## src/common/rsc_pkg.sv

```systemverilog
// package: constants and types shared by both ends of the reset strap link
package rsc_pkg;
  // power-on configuration word layout
  localparam int POC_QS_BIT = 5;
  localparam int POC_FREQ_LSB = 18;
  localparam int POC_RATIO_LO_LSB = 22;
  localparam int POC_RATIO_HI_BIT = 27;
  localparam logic [1:0] FREQ_66 = 2'h0;
  localparam logic [1:0] FREQ_100 = 2'h2;
  localparam logic [1:0] FREQ_133 = 2'h1;
  // fused core-to-bus ratio code, arbitrary default
  localparam logic [4:0] FUSED_RATIO = 5'h05;
  // reset values
  localparam logic [31:0] POC_RESET = 32'h0000_0000;
  localparam logic INTC_EN_RESET = 1'b1;
  // host register offsets (byte addresses)
  localparam logic [7:0] REG_CTRL = 8'h00;
  localparam logic [7:0] REG_STAT = 8'h04;
  localparam logic [7:0] REG_POC = 8'h08;
  // host control field positions
  localparam int CTRL_RESET_BIT = 0;
  localparam int CTRL_QS_BIT = 1;
  localparam int CTRL_INTC_OFF_BIT = 2;
  localparam int CTRL_STOP_BIT = 3;
  // device power states; one bit flips from run to either low-power state
  typedef enum logic [1:0] {
    RSC_RUN = 2'h0,
    RSC_STOP_GRANT = 2'h1,
    RSC_QUICK_START = 2'h2
  } rsc_pwr_t;
endpackage

```

## src/common/rsc_link_if.sv

```systemverilog
// interface: strap and control lines between central agent and device
`timescale 1ns/10ps
interface rsc_link_if;
  logic reset_n;
  logic clock_stop_request_n;
  logic quick_start_strap_line;
  logic [1:0] interrupt_bus_data_lines;
  logic interrupt_bus_clock;
  logic [1:0] bus_freq_sel;
  modport device (
    input reset_n, clock_stop_request_n, quick_start_strap_line,
    input interrupt_bus_data_lines, interrupt_bus_clock, bus_freq_sel
  );
  modport agent (
    output reset_n, clock_stop_request_n, quick_start_strap_line,
    output interrupt_bus_data_lines, interrupt_bus_clock, bus_freq_sel
  );
endinterface

```

## src/rtl/rsc_device.sv

```systemverilog
// device end: samples straps at reset release and runs clock-stop states
`timescale 1ns/10ps
module rsc_device
  import rsc_pkg::*;
(
  // clock, reset, enable
  input wire logic i_clk_sys,
  input wire logic i_arst_n,
  input wire logic i_ce,
  // strap link
  rsc_link_if.device link,
  // core-side requests
  input wire logic i_prio_snoop,
  input wire logic i_sym_snoop,
  input wire logic i_intr,
  // status
  output logic [31:0] o_poc,
  output logic o_intc_enable,
  output logic [1:0] o_pwr_state,
  output logic o_prio_snoop_ack,
  output logic o_sym_snoop_ack,
  output logic o_intr_latched,
  output logic [4:0] o_core_ratio
);

  // strap link, counted in bus clock edges:
  //   release edge: first edge that sees reset_n high after low
  //   straps are sampled at the release edge only
  //   the word and the intc enable are visible after that edge
  //   strap moves after the release edge never reach the word
  // power states, counted in bus clock edges:
  //   stop request seen low while running: leave run after that edge
  //   quick start or stop grant, as chosen by the captured word
  //   request seen high again: back to run after that edge
  // snoops and interrupts:
  //   requests are levels, sampled at every edge after the release edge
  //   acknowledges repeat the request level, one edge after the request; the symmetric one stays low in quick start
  //   the interrupt latch stays set until the next link reset
  // configuration word layout:
  //   bit 5: quick start enabled at reset
  //   bits 19:18: bus frequency code
  //   bits 27 and 25:22: fused core-to-bus ratio code
  //   every other bit reads zero
  // intc strap:
  //   data line 0 low at release: controller off until next reset
  //   otherwise the controller comes out of reset enabled
  // limitation: the core clock itself is not generated here;
  //   the fused ratio is only reported for the clock unit to use

  // every flop of the device lives in this one struct
  typedef struct packed {
    // reset_n seen at the previous edge, marks the release edge
    logic reset_d;
    // captured configuration word, read-only to software
    logic [31:0] poc;
    // global enable of the local interrupt controller
    logic intc_en;
    // power state
    rsc_pwr_t pwr;
    // priority snoop acknowledge, the request level one edge later
    logic prio_ack;
    // symmetric snoop acknowledge, the request level one edge later outside quick start
    logic sym_ack;
    // sticky interrupt latch
    logic intr;
  } rsc_dev_st_t;

  // value after the asynchronous reset, constants only
  localparam rsc_dev_st_t DEV_RESET = '{
    reset_d: 1'b0,
    poc: POC_RESET,
    intc_en: INTC_EN_RESET,
    pwr: RSC_RUN,
    prio_ack: 1'b0,
    sym_ack: 1'b0,
    intr: 1'b0
  };

  rsc_dev_st_t st, next_st;

  // quick start blocks symmetric snoops and interrupt latching;
  // one decode for both keeps the two paths from disagreeing
  function automatic logic qs_blocks(rsc_pwr_t pwr);
    return pwr == RSC_QUICK_START;
  endfunction

  // one edge of the power state machine, link out of reset
  function automatic rsc_pwr_t pwr_step(rsc_pwr_t pwr, logic stop_req, logic qs_en);
    rsc_pwr_t nxt;
    nxt = pwr;
    // codes are Gray along run to either state and back
    case (pwr)
      RSC_RUN: begin
        if (stop_req) begin
          // which low-power state was fixed at the release edge
          nxt = qs_en ? RSC_QUICK_START : RSC_STOP_GRANT;
        end
      end
      RSC_STOP_GRANT, RSC_QUICK_START: begin
        // request withdrawn: wake up
        if (!stop_req) begin
          nxt = RSC_RUN;
        end
      end
      default: begin
        // unused code: fall back to run rather than lock up
        nxt = RSC_RUN;
      end
    endcase
    return nxt;
  endfunction

  // builds the configuration word from sampled straps and fuse
  function automatic logic [31:0] build_poc(logic qs, logic [1:0] sel);
    logic [31:0] w;
    // unused bits read as zero
    w = POC_RESET;
    w[POC_QS_BIT] = qs;
    // strap select 01 is the 100 MHz setting; re-encode per word layout
    case (sel)
      2'h0: w[POC_FREQ_LSB +: 2] = FREQ_66;
      2'h1: w[POC_FREQ_LSB +: 2] = FREQ_100;
      2'h3: w[POC_FREQ_LSB +: 2] = FREQ_133;
      // reserved select: report the slowest speed
      default: w[POC_FREQ_LSB +: 2] = FREQ_66;
    endcase
    // ratio comes from the fuse, never from a strap
    w[POC_RATIO_LO_LSB +: 4] = FUSED_RATIO[3:0];
    w[POC_RATIO_HI_BIT] = FUSED_RATIO[4];
    return w;
  endfunction

  // ratio field of the word, reassembled from its two parts
  function automatic logic [4:0] ratio_of(logic [31:0] word);
    return {word[POC_RATIO_HI_BIT], word[POC_RATIO_LO_LSB +: 4]};
  endfunction

  // next state
  always_comb begin
    // defaults: hold everything, acknowledges are pulses
    next_st = st;
    next_st.reset_d = link.reset_n;
    next_st.prio_ack = 1'b0;
    next_st.sym_ack = 1'b0;
    if (!link.reset_n) begin
      // in reset: run state, latch clear, intc back on
      next_st.pwr = RSC_RUN;
      next_st.intr = 1'b0;
      next_st.intc_en = INTC_EN_RESET;
    end else if (!st.reset_d) begin
      // release edge: sample straps once; later strap moves are ignored
      next_st.poc = build_poc(link.quick_start_strap_line, link.bus_freq_sel);
      // data line 0 low clears the enable until the next reset
      next_st.intc_en = link.interrupt_bus_data_lines[0];
    end else begin
      // straps are no longer looked at from here on
      // power state follows the stop request
      next_st.pwr = pwr_step(st.pwr, !link.clock_stop_request_n, st.poc[POC_QS_BIT]);
      // priority snoops are served in every state
      next_st.prio_ack = i_prio_snoop;
      // symmetric snoops are dropped in quick start
      next_st.sym_ack = i_sym_snoop && !qs_blocks(st.pwr);
      // interrupts latch only with the intc on and outside quick start
      if (i_intr && st.intc_en && !qs_blocks(st.pwr)) begin
        next_st.intr = 1'b1;
      end
    end
  end

  // state register; i_ce low freezes every field
  always_ff @(posedge i_clk_sys or negedge i_arst_n) begin
    // asynchronous branch loads constants only
    if (!i_arst_n) begin
      st <= DEV_RESET;
    end else if (i_ce) begin
      st <= next_st;
    end
  end

  // configuration word and intc enable straight from state
  assign o_poc = st.poc;
  assign o_intc_enable = st.intc_en;
  // power state code as defined in the package
  assign o_pwr_state = st.pwr;
  // acknowledge pulses
  assign o_prio_snoop_ack = st.prio_ack;
  assign o_sym_snoop_ack = st.sym_ack;
  // interrupt latch
  assign o_intr_latched = st.intr;
  // ratio is the fuse, never a strap
  assign o_core_ratio = ratio_of(st.poc);

endmodule // rsc_device

```

## src/flat_wrapper.sv

```systemverilog
// flat-port wrapper written by rule: the top's interface ports become plain ports
module rsc_device_flat import rsc_pkg::*;
  (i_clk_sys, i_arst_n, i_ce, i_prio_snoop, i_sym_snoop, i_intr, o_poc, o_intc_enable, o_pwr_state, o_prio_snoop_ack, o_sym_snoop_ack, o_intr_latched, o_core_ratio, link_reset_n, link_clock_stop_request_n, link_quick_start_strap_line, link_interrupt_bus_data_lines, link_interrupt_bus_clock, link_bus_freq_sel);
  rsc_link_if link_i ();
  input wire logic i_clk_sys;
  input wire logic i_arst_n;
  input wire logic i_ce;
  input wire logic i_prio_snoop;
  input wire logic i_sym_snoop;
  input wire logic i_intr;
  output logic [31:0] o_poc;
  output logic o_intc_enable;
  output logic [1:0] o_pwr_state;
  output logic o_prio_snoop_ack;
  output logic o_sym_snoop_ack;
  output logic o_intr_latched;
  output logic [4:0] o_core_ratio;
  input wire logic [$bits(link_i.reset_n)-1:0] link_reset_n;
  input wire logic [$bits(link_i.clock_stop_request_n)-1:0] link_clock_stop_request_n;
  input wire logic [$bits(link_i.quick_start_strap_line)-1:0] link_quick_start_strap_line;
  input wire logic [$bits(link_i.interrupt_bus_data_lines)-1:0] link_interrupt_bus_data_lines;
  input wire logic [$bits(link_i.interrupt_bus_clock)-1:0] link_interrupt_bus_clock;
  input wire logic [$bits(link_i.bus_freq_sel)-1:0] link_bus_freq_sel;
  assign link_i.reset_n = link_reset_n;
  assign link_i.clock_stop_request_n = link_clock_stop_request_n;
  assign link_i.quick_start_strap_line = link_quick_start_strap_line;
  assign link_i.interrupt_bus_data_lines = link_interrupt_bus_data_lines;
  assign link_i.interrupt_bus_clock = link_interrupt_bus_clock;
  assign link_i.bus_freq_sel = link_bus_freq_sel;
  rsc_device u_core (.i_clk_sys(i_clk_sys), .i_arst_n(i_arst_n), .i_ce(i_ce), .link(link_i), .i_prio_snoop(i_prio_snoop), .i_sym_snoop(i_sym_snoop), .i_intr(i_intr), .o_poc(o_poc), .o_intc_enable(o_intc_enable), .o_pwr_state(o_pwr_state), .o_prio_snoop_ack(o_prio_snoop_ack), .o_sym_snoop_ack(o_sym_snoop_ack), .o_intr_latched(o_intr_latched), .o_core_ratio(o_core_ratio));
endmodule
```

## config.mk

```make
export PLATFORM = sky130hd
export DESIGN_NAME = rsc_device_flat
export DESIGN_NICKNAME = d
export VERILOG_FILES = /design/src/common/rsc_pkg.sv /design/src/common/rsc_link_if.sv /design/src/rtl/rsc_device.sv /design/src/flat_wrapper.sv
export SDC_FILE = /design/constraint.sdc
export NUM_CORES = 1
export LEC_CHECK = 0
export BUFFER_PORTS_ARGS = -buffer_cell sky130_fd_sc_hd__buf_2
export CAP_MARGIN = 20
export CORE_MARGIN = 1.5
export CORE_UTILIZATION = 35
export DETAILED_ROUTE_END_ITERATION = 10
export PLACE_DENSITY_LB_ADDON = 0.05
export SETUP_SLACK_MARGIN = 0.5
export SLEW_MARGIN = 10
export SYNTH_ARGS = -nofsm -noshare
export SYNTH_HDL_FRONTEND = slang
export SYNTH_SLANG_ARGS = --single-unit
```

## constraint.sdc

```tcl
create_clock -name i_clk_sys -period 2.5 [get_ports i_clk_sys]
set_input_delay 0.375 -clock i_clk_sys [delete_from_list [all_inputs] [get_ports i_clk_sys]]
set_output_delay 0.375 -clock i_clk_sys [all_outputs]
set_load 0.1 [all_outputs]
```

==> impl_metrics.tcl, run 1 <==
set metrics [dict create \
    ys.warnings.count 0 \
    clockRootBuffer "clkbuf_4" \
    rr_endpoint "u_core.o_pwr_state[0]" \
    cts-hold-fix-buffers 1 \
    hold_violations 0 \
    final_area_um2 855 \
    clock_path_buffers 2 \
    regToRegStartpoint "u_core.o_pwr_state[0]" \
    yosysSeqAreaShare 0.322 \
    setup_tns_ns 0 \
    drive_gt1_frac 0.330 \
    status "completed" \
    dpl_cell_area_um2 818 \
    crit_end "o_intc_enable" \
    placed_cells 129 \
    critPathMaxStageDelay_ns 0.55 \
    boundaryPins 57 \
    via_per_inst 3.97 \
    grt_overflow 0 \
    cts_made_buffers 3 \
    grt_pass1_wl_mm 1.97 \
    syn_area_per_cell_um2 9.75 \
    drt_iter0_drc 1 \
    synth_cell_types 26 \
    dieHeight_um 52.5 \
    r2r_slack_ns 1.08 \
    routed_wl_mm 1.19 \
    syn_inst 88 \
    cp_max_fo 4 \
    core_area_um2 2250 \
    final_net_count 123 \
    ys_seq_elements 11 \
    finalCritPeriodShare 0.647 \
    top_layer "met4" \
    grt_max_degree 12 \
    antennaDiodeCount 0 \
    cp_num_buf_inv 1 \
    antenna_left 0 \
    htreeDepth 1 \
    worst-path-stages 1 \
    clk_latency_ns 0.26 \
    cp_slowest_cell "dfstp_2" \
    path_cells "buf_2" \
    place_congestion 0.653 \
    antenna_found_initial 0 \
    rsz0062_at_grt "no" \
    drc 0 \
    timing.max_cap.violations 0 \
    cts_sinks 11 \
    grt_pass1_vias 466 \
    area_growth_pct -0.437 \
    critPathTopFamily "flip-flops" \
    placementRows 17 \
    critPathLaunchType "flip-flop" \
    dp_slack_ns 1.07 \
    dieWidth_um 52.5 \
    drt-met1-wl_um 501 \
    post_drt_wl_per_cell_um 8.87 \
    dp_hpwl_um 973 \
    end_kind "output pin" \
    fp.dieArea_um2 2760 \
    wl_met2_um 564 \
    stdcell_count 134 \
    start_util 0.381 \
    hp-start "link_quick_start_strap_line" \
    wl_met3_um 105 \
    finClkSkew_ns 0.00748 \
    synth_area_um2 858 \
    path_clk_slew_ns 0.07 \
    vias 532 \
    grt_usage 0.0968 \
    postCtsSetupBuffers 0 \
    cts_tree "yes" \
    power_density_nw_per_um2 901 \
    crit_start "u_core.o_intc_enable" \
    drt_pass1_iterations 3 \
    path_class "reg -> out" \
    post-route-min-period_ns 1.62 \
    setup_viol 0 \
    reg2regPathDepth 5 \
    worstPathArrival_ns 1.24 \
    max_freq_ghz 0.618 \
    drv_slew 0 \
    total_power_w 0.000770 \
    hold_path.class "in -> reg" \
    io_buffers 24 \
    leakagePower_nw 0.469 \
    finalWorstSetupSlack_ns 0.882 \
    postCtsResizedCells 0 \
    max-vdd-ir-drop_v 0.000416 \
    required_ns 2.12 \
]
synthesized netlist by cell type, drive strengths merged:
library cell,number,share of area
conb,1,0.0044
nand3,1,0.0058
nor2b,2,0.015
nor4,1,0.025
o21ai,3,0.017
inv,5,0.022
mux2i,2,0.023
ha,2,0.029
dfrtp,10,0.29
a21oi,1,0.0058
nand2,6,0.038
nand4,1,0.0073
nor2,1,0.0044
mux2,2,0.031
dfstp,1,0.031
o22ai,1,0.0073
a32o,2,0.026
nand2b,4,0.029
a41oi,1,0.010
buf,40,0.35
nand3b,1,0.023
final cells by class:
type | instances | area, µm²
fill | 257 | 1400
clock buffer | 4 | 26.3
timing repair buffer | 25 | 130
sequential | 11 | 277
tap | 28 | 35.0
multi-input combinational | 61 | 368
inverter | 5 | 18.8
stage by stage:
step,hold WS [ns],utilization
finish,0.345,0.379
global placement,0.264,0.363
floorplan,0.0794,-
CTS,0.335,0.379
global route,0.332,0.379
detailed placement,0.263,0.363
power by group:
group	internal (W)	switching, W	leakage (nW)
Clock	0.0000616	0.0000584	0.0150
Combinational	0.0000519	0.000382	0.318
Sequential	0.000200	0.0000164	0.136
Total	0.000313	0.000457	0.469
state kept, by name, summed over array words and instances, names as in the netlist:
name                     flops
u_core.o_sym_snoop_ack       1
u_core.o_prio_snoop_ack      1
u_core.o_pwr_state           2
u_core.o_intc_enable         1
u_core.o_poc                 4
u_core.o_intr_latched        1
u_core.st                    1
placed cells by master (no fill, tap or decap), types with 2 or more instances in the layout:
cell type and count:
nand2b_1 4, dfrtp_1 10, a32o_2 2, clkbuf_4 3
conb_1 30, inv_1 5, buf_2 24, ha_1 2
nand2_1 4, o21ai_1 2, nor2b_1 2, mux2i_1 2
kinds of logic after synthesis:
family	synth area share
AOI/OAI and AO/OA	0.0670
adders and majority gates	0.0291
buffers and inverters	0.376
DFF	0.322
muxes	0.0539
other	0.00437
and+or+nand+nor	0.147
worst min-delay path by stage:
stage / end / cells after the start
finish: u_core.o_poc[5] / 2
global route: u_core.o_poc[5] / 2
CTS: u_core.o_poc[5] / 2
detailed placement: u_core.o_sym_snoop_ack / 1
global placement: u_core.o_sym_snoop_ack / 1
floorplan: u_core.o_intr_latched / 0
routing by layer:
| layer | vias to the layer above | GRT usage |
|---|---|---|
| met3 | 2 | 0.00857 |
| met4 | 0 | 0.0641 |
| met1 | 239 | 0.118 |
| li1 | 254 | - |
| met2 | 37 | 0.160 |
| met5 | - | 0 |
(Power assumes the default switching activity.)
==> run 2: changes to the inputs <==
- clock period: 2.5 -> 1.5 ns (I/O delays scaled with it)
==> impl_metrics.tcl, run 2 (synthesized netlist as in run 1, its figures left out) <==
set metrics [dict create \
    grt_pass1_vias 570 \
    place_congestion 0.641 \
    post-route-min-period_ns 1.31 \
    power_switching_share 0.543 \
    finClkSkew_ns 0.00773 \
    status "completed" \
    end_kind "output pin" \
    final_area_um2 1190 \
    p_switching_w 0.000814 \
    path_class "reg -> out" \
    drive_gt1_frac 0.504 \
    clock_path_buffers 2 \
    fp.dieArea_um2 2760 \
    finalCritPeriodShare 0.871 \
    power_density_nw_per_um2 1260 \
    vias 562 \
    antenna_left 0 \
    via_per_inst 3.88 \
    post_drt_wl_per_cell_um 10.5 \
    hold_path.class "in -> reg" \
    grt_overflow 0 \
    rr_endpoint "u_core.o_pwr_state[0]" \
    regToRegStartpoint "u_core.o_pwr_state[0]" \
    cp_slowest_cell "dfstp_4" \
    drt_iter0_drc 1 \
    reg2regPathDepth 5 \
    rsz0062_at_grt "yes" \
    final_cell_mix "conb_1, buf_12, buf_2" \
    dieHeight_um 52.5 \
    p_clk_frac 0.137 \
    path_clk_slew_ns 0.08 \
    dp_slack_ns 0.166 \
    dpl_cell_area_um2 853 \
    max_freq_ghz 0.765 \
    cp_max_fo 2 \
    cts_sinks 11 \
    required_ns 1.27 \
    drc 0 \
    critPathTopFamily "flip-flops" \
    max-vdd-ir-drop_v 0.000670 \
    clockRootBuffer "clkbuf_4" \
    clk_latency_ns 0.27 \
    htreeDepth 1 \
    drt_pass1_iterations 4 \
    antenna_found_initial 0 \
    area_growth_pct 38.2 \
    dp_hpwl_um 994 \
    cp_num_buf_inv 1 \
    final_net_count 134 \
    setup_viol 0 \
    cts_tree "yes" \
    placementRows 17 \
    critPathMaxStageDelay_ns 0.64 \
    seq_power_share 0.250 \
    largest_register_ffs 4 \
    critPathLaunchType "flip-flop" \
    dieWidth_um 52.5 \
    grt_usage 0.122 \
    final_common_cell "conb_1" \
    hold_violations 0 \
    fill_cells 216 \
    hp-start "link_quick_start_strap_line" \
    path_cells "buf_12" \
    core_area_um2 2250 \
    io_buffers 24 \
    p_int_w 0.000685 \
    worstPathArrival_ns 1.08 \
    boundaryPins 57 \
    hold_end "u_core.o_poc[5]" \
    start_util 0.381 \
    whs_path_depth 2 \
    r2r_slack_ns 0.22 \
    p_comb_frac 0.612 \
    antennaDiodeCount 0 \
    cts_made_buffers 3 \
    drv_slew 0 \
    seqCellArea_um2 287 \
    multi_input_comb_area_um2 413 \
    timing.max_cap.violations 0 \
    finalWorstSetupSlack_ns 0.193 \
    grt_max_degree 12 \
    grt_pass1_wl_mm 2.42 \
    holdWs_ns 0.187 \
    setup_tns_ns 0 \
    routed_wl_mm 1.52 \
    leakagePower_nw 0.597 \
]
run 2: cell types whose count changed in the layout (fill, tap and decap cells not counted), moves of 3 or more:
cell	previous run	this run
buf_12	0	12
buf_2	24	11
buf_4	0	9
buf_6	0	3
dfrtp_1	10	5
dfrtp_2	0	5
run 2: how the worst max path moves through the flow:
stage | depth (start not counted) | endpoint | slack (ns) | from
floorplan | 5 | u_core.o_pwr_state[0] | 0.24 | u_core.o_pwr_state[0]
global placement | 5 | u_core.o_pwr_state[0] | 0.16 | u_core.o_pwr_state[0]
detailed placement | 5 | u_core.o_pwr_state[0] | 0.17 | u_core.o_pwr_state[0]
CTS | 1 | o_intc_enable | 0.20 | u_core.o_intc_enable
global route | 5 | u_core.o_pwr_state[0] | 0.15 | u_core.o_pwr_state[0]
finish | 1 | o_intc_enable | 0.19 | u_core.o_intc_enable
run 2: routing by layer:
| metal | GRT usage | vias to the layer above | routed length (µm) | share of wire |
|---|---|---|---|---|
| met1 | 0.137 | 247 | 556 | 0.37 |
| met5 | 0 | - | 0 | 0 |
| li1 | - | 273 | - | - |
| met4 | 0.0769 | 0 | 33 | 0.022 |
| met2 | 0.219 | 38 | 807 | 0.53 |
| met3 | 0.00857 | 4 | 123 | 0.081 |
run 2: timing repair:
| item | 4_1_cts | 5_1_grt |
|---|---|---|
| gates resized for setup | 47 | 11 |
| hold buffers | 1 | 0 |
| setup buffers | 10 | 1 |
| pin swaps | 2 | 3 |
| endpoints found under the setup margin | 18 | 22 |
| hold endpoints to repair | 10 | 0 |
run 2: stage by stage:
step                 util  power [W]  instances
CTS                 0.503    0.00147        144
detailed placement  0.378    0.00112        129
global route        0.526    0.00157        145
floorplan               -    0.00113        117
global placement    0.378    0.00112        129
finish              0.526    0.00150        145
run 2: area by class of cell:
type | instances | share of cell area
Multi-Input combinational cell | 61 | 0.348
Timing Repair Buffer | 36 | 0.343
Sequential cell | 11 | 0.242
Tap cell | 28 | 0.0295
Clock buffer | 4 | 0.0222
Inverter | 5 | 0.0158
run 2: power groups by stage:
stage / Combinational, W / Clock, W / Sequential (W)
2_1_floorplan: 0.000672 / 0 / 0.000455
3_3_place_gp: 0.000746 / 0 / 0.000374
3_5_place_dp: 0.000748 / 0 / 0.000375
4_1_cts: 0.000886 / 0.000211 / 0.000369
5_1_grt: 0.000955 / 0.000229 / 0.000381
6_report: 0.000918 / 0.000206 / 0.000375
==> run 3: changes to the inputs <==
--- a/config.mk
+++ b/config.mk
@@ -8,5 +8,5 @@
 export BUFFER_PORTS_ARGS = -buffer_cell sky130_fd_sc_hd__buf_2
 export CAP_MARGIN = 20
-export CORE_MARGIN = 1.5
+export CORE_MARGIN = 3
 export CORE_UTILIZATION = 35
 export DETAILED_ROUTE_END_ITERATION = 10
==> constraint.sdc (replaced) <==
create_clock -name i_clk_sys -period 1.5 [get_ports i_clk_sys]
set_input_delay 0.15 -clock i_clk_sys [delete_from_list [all_inputs] [get_ports i_clk_sys]]
set_output_delay 0.15 -clock i_clk_sys [all_outputs]
set_load 0.1 [all_outputs]
==> impl_metrics.tcl, run 3 (synthesized netlist as in run 1, its figures left out) <==
set metrics [dict create \
    finalCritPeriodShare 0.871 \
    timing.max_cap.violations 0 \
    fp.dieArea_um2 3080 \
    drt_pass1_iterations 4 \
    worst-path-stages 5 \
    placementRows 17 \
    path_clk_slew_ns 0.06 \
    boundaryPins 57 \
    regToRegStartpoint "u_core.o_pwr_state[0]" \
    drv_slew 0 \
    largest_register_ffs 4 \
    max_freq_ghz 0.765 \
    dieHeight_um 55.5 \
    core_area_um2 2280 \
    antennaDiodeCount 0 \
    grt_overflow 0 \
    start_util 0.377 \
    grt_pass1_wl_mm 2.53 \
    routed_wl_mm 1.59 \
    path_cells "inv_2, ha_4, mux2i_1, nand3_1, a32o_2" \
    cts_tree "yes" \
    antenna_found_initial 0 \
    grt_max_degree 12 \
    post_drt_wl_per_cell_um 10.6 \
    area_growth_pct 43.0 \
    crit_start "u_core.o_pwr_state[0]" \
    cp_max_fo 2 \
    critPathTopFamily "flip-flops" \
    dp_hpwl_mm 1.07 \
    hold_violations 0 \
    dpl_cell_area_um2 853 \
    worstPathArrival_ns 1.46 \
    cp_slowest_cell "dfrtp_1" \
    setup_viol 0 \
    cts_sinks 11 \
    power_density_nw_per_um2 1240 \
    r2r_slack_ns 0.19 \
    dp_slack_ns 0.164 \
    reg2regPathDepth 5 \
    place_congestion 0.674 \
    via_per_inst 4.00 \
    clockRootBuffer "clkbuf_4" \
    setup_tns_ns 0 \
    required_ns 1.65 \
    final_net_count 138 \
    path_class "reg -> reg" \
    antenna_left 0 \
    drc 0 \
    htreeDepth 1 \
    post-route-min-period_ns 1.31 \
    grt_usage 0.104 \
    finClkSkew_ns 0.00282 \
    rr_endpoint "u_core.o_pwr_state[1]" \
    cp_num_buf_inv 1 \
    total_power_w 0.00152 \
    clk_latency_ns 0.27 \
    dieWidth_um 55.5 \
    final_cell_mix "conb_1, buf_12, buf_2" \
    final_area_um2 1230 \
    final_common_cell "conb_1" \
    critPathLaunchType "flip-flop" \
    fill_cells 222 \
    clock_path_buffers 2 \
    crit_end "u_core.o_pwr_state[1]" \
    cts_made_buffers 3 \
    max-vdd-ir-drop_v 0.000809 \
    status "completed" \
    drt_iter0_drc 3 \
    io_buffers 24 \
    drive_gt1_frac 0.512 \
    finalWorstSetupSlack_ns 0.193 \
    vias 596 \
    rsz0062_at_grt "yes" \
    critPathMaxStageDelay_ns 0.39 \
    grt_pass1_vias 568 \
    leakagePower_nw 0.620 \
    hold_path.class "in -> reg" \
    end_kind "flip-flop" \
]
-- run 3: power by group --
group | switching, W | total [W] | internal (W) | leakage [nW]
clock network | 0.0000946 | 0.000198 | 0.000103 | 0.0150
logic | 0.000682 | 0.000947 | 0.000265 | 0.475
registers | 0.0000354 | 0.000375 | 0.000339 | 0.130
-- run 3: cell type report --
class / count / area (µm²) / share of cell area
Timing Repair Buffer: 40 / 452 / 0.368
Clock buffer: 4 / 26.3 / 0.0214
Inverter: 5 / 18.8 / 0.0153
Multi-Input combinational cell: 61 / 408 / 0.332
Sequential cell: 11 / 288 / 0.234
Tap cell: 28 / 35.0 / 0.0285
-- run 3: how the worst min path moves through the flow --
stage	start	slack [ns]	end	cells past startpoint
after CTS	link_quick_start_strap_line	0.1	u_core.o_poc[5]	2
after global placement	i_arst_n	0.04	u_core.o_poc[22]	1
after global routing	link_quick_start_strap_line	0.11	u_core.o_poc[5]	2
final	link_quick_start_strap_line	0.12	u_core.o_poc[5]	2
after detailed placement	i_arst_n	0.04	u_core.o_poc[22]	1
after floorplan	i_arst_n	-0.15	u_core.o_intr_latched	0
-- run 3: stage by stage --
stage / hold WS, ns / util / cells
final: 0.115 / 0.539 / 149
after global routing: 0.113 / 0.539 / 149
after CTS: 0.0987 / 0.496 / 145
after detailed placement: 0.0407 / 0.375 / 129
after global placement: 0.0422 / 0.375 / 129
after floorplan: -0.146 / - / 117
-- run 3: worst register-to-register path: stages (launching register included) --
cell and delay (ns):
dfrtp_1 0.39, inv_2 0.09, ha_4 0.21, mux2i_1 0.13, nand3_1 0.11, a32o_2 0.26
-- run 3: routing by layer --
layer | routed length [µm] | global-route usage | up-vias
met4 | 10 | 0.0313 | 0
met1 | 567 | 0.113 | 277
li1 | - | - | 283
met3 | 159 | 0.0467 | 2
met5 | 0 | 0 | -
met2 | 849 | 0.179 | 34
-- run 3: timing repair --
action                     4_1_cts  5_1_grt
pin swaps                        4        5
hold buffers                     1        0
setup endpoints to repair       18       21
hold endpoints to repair        11        0
resized for setup               46       14
setup buffers                   11        4
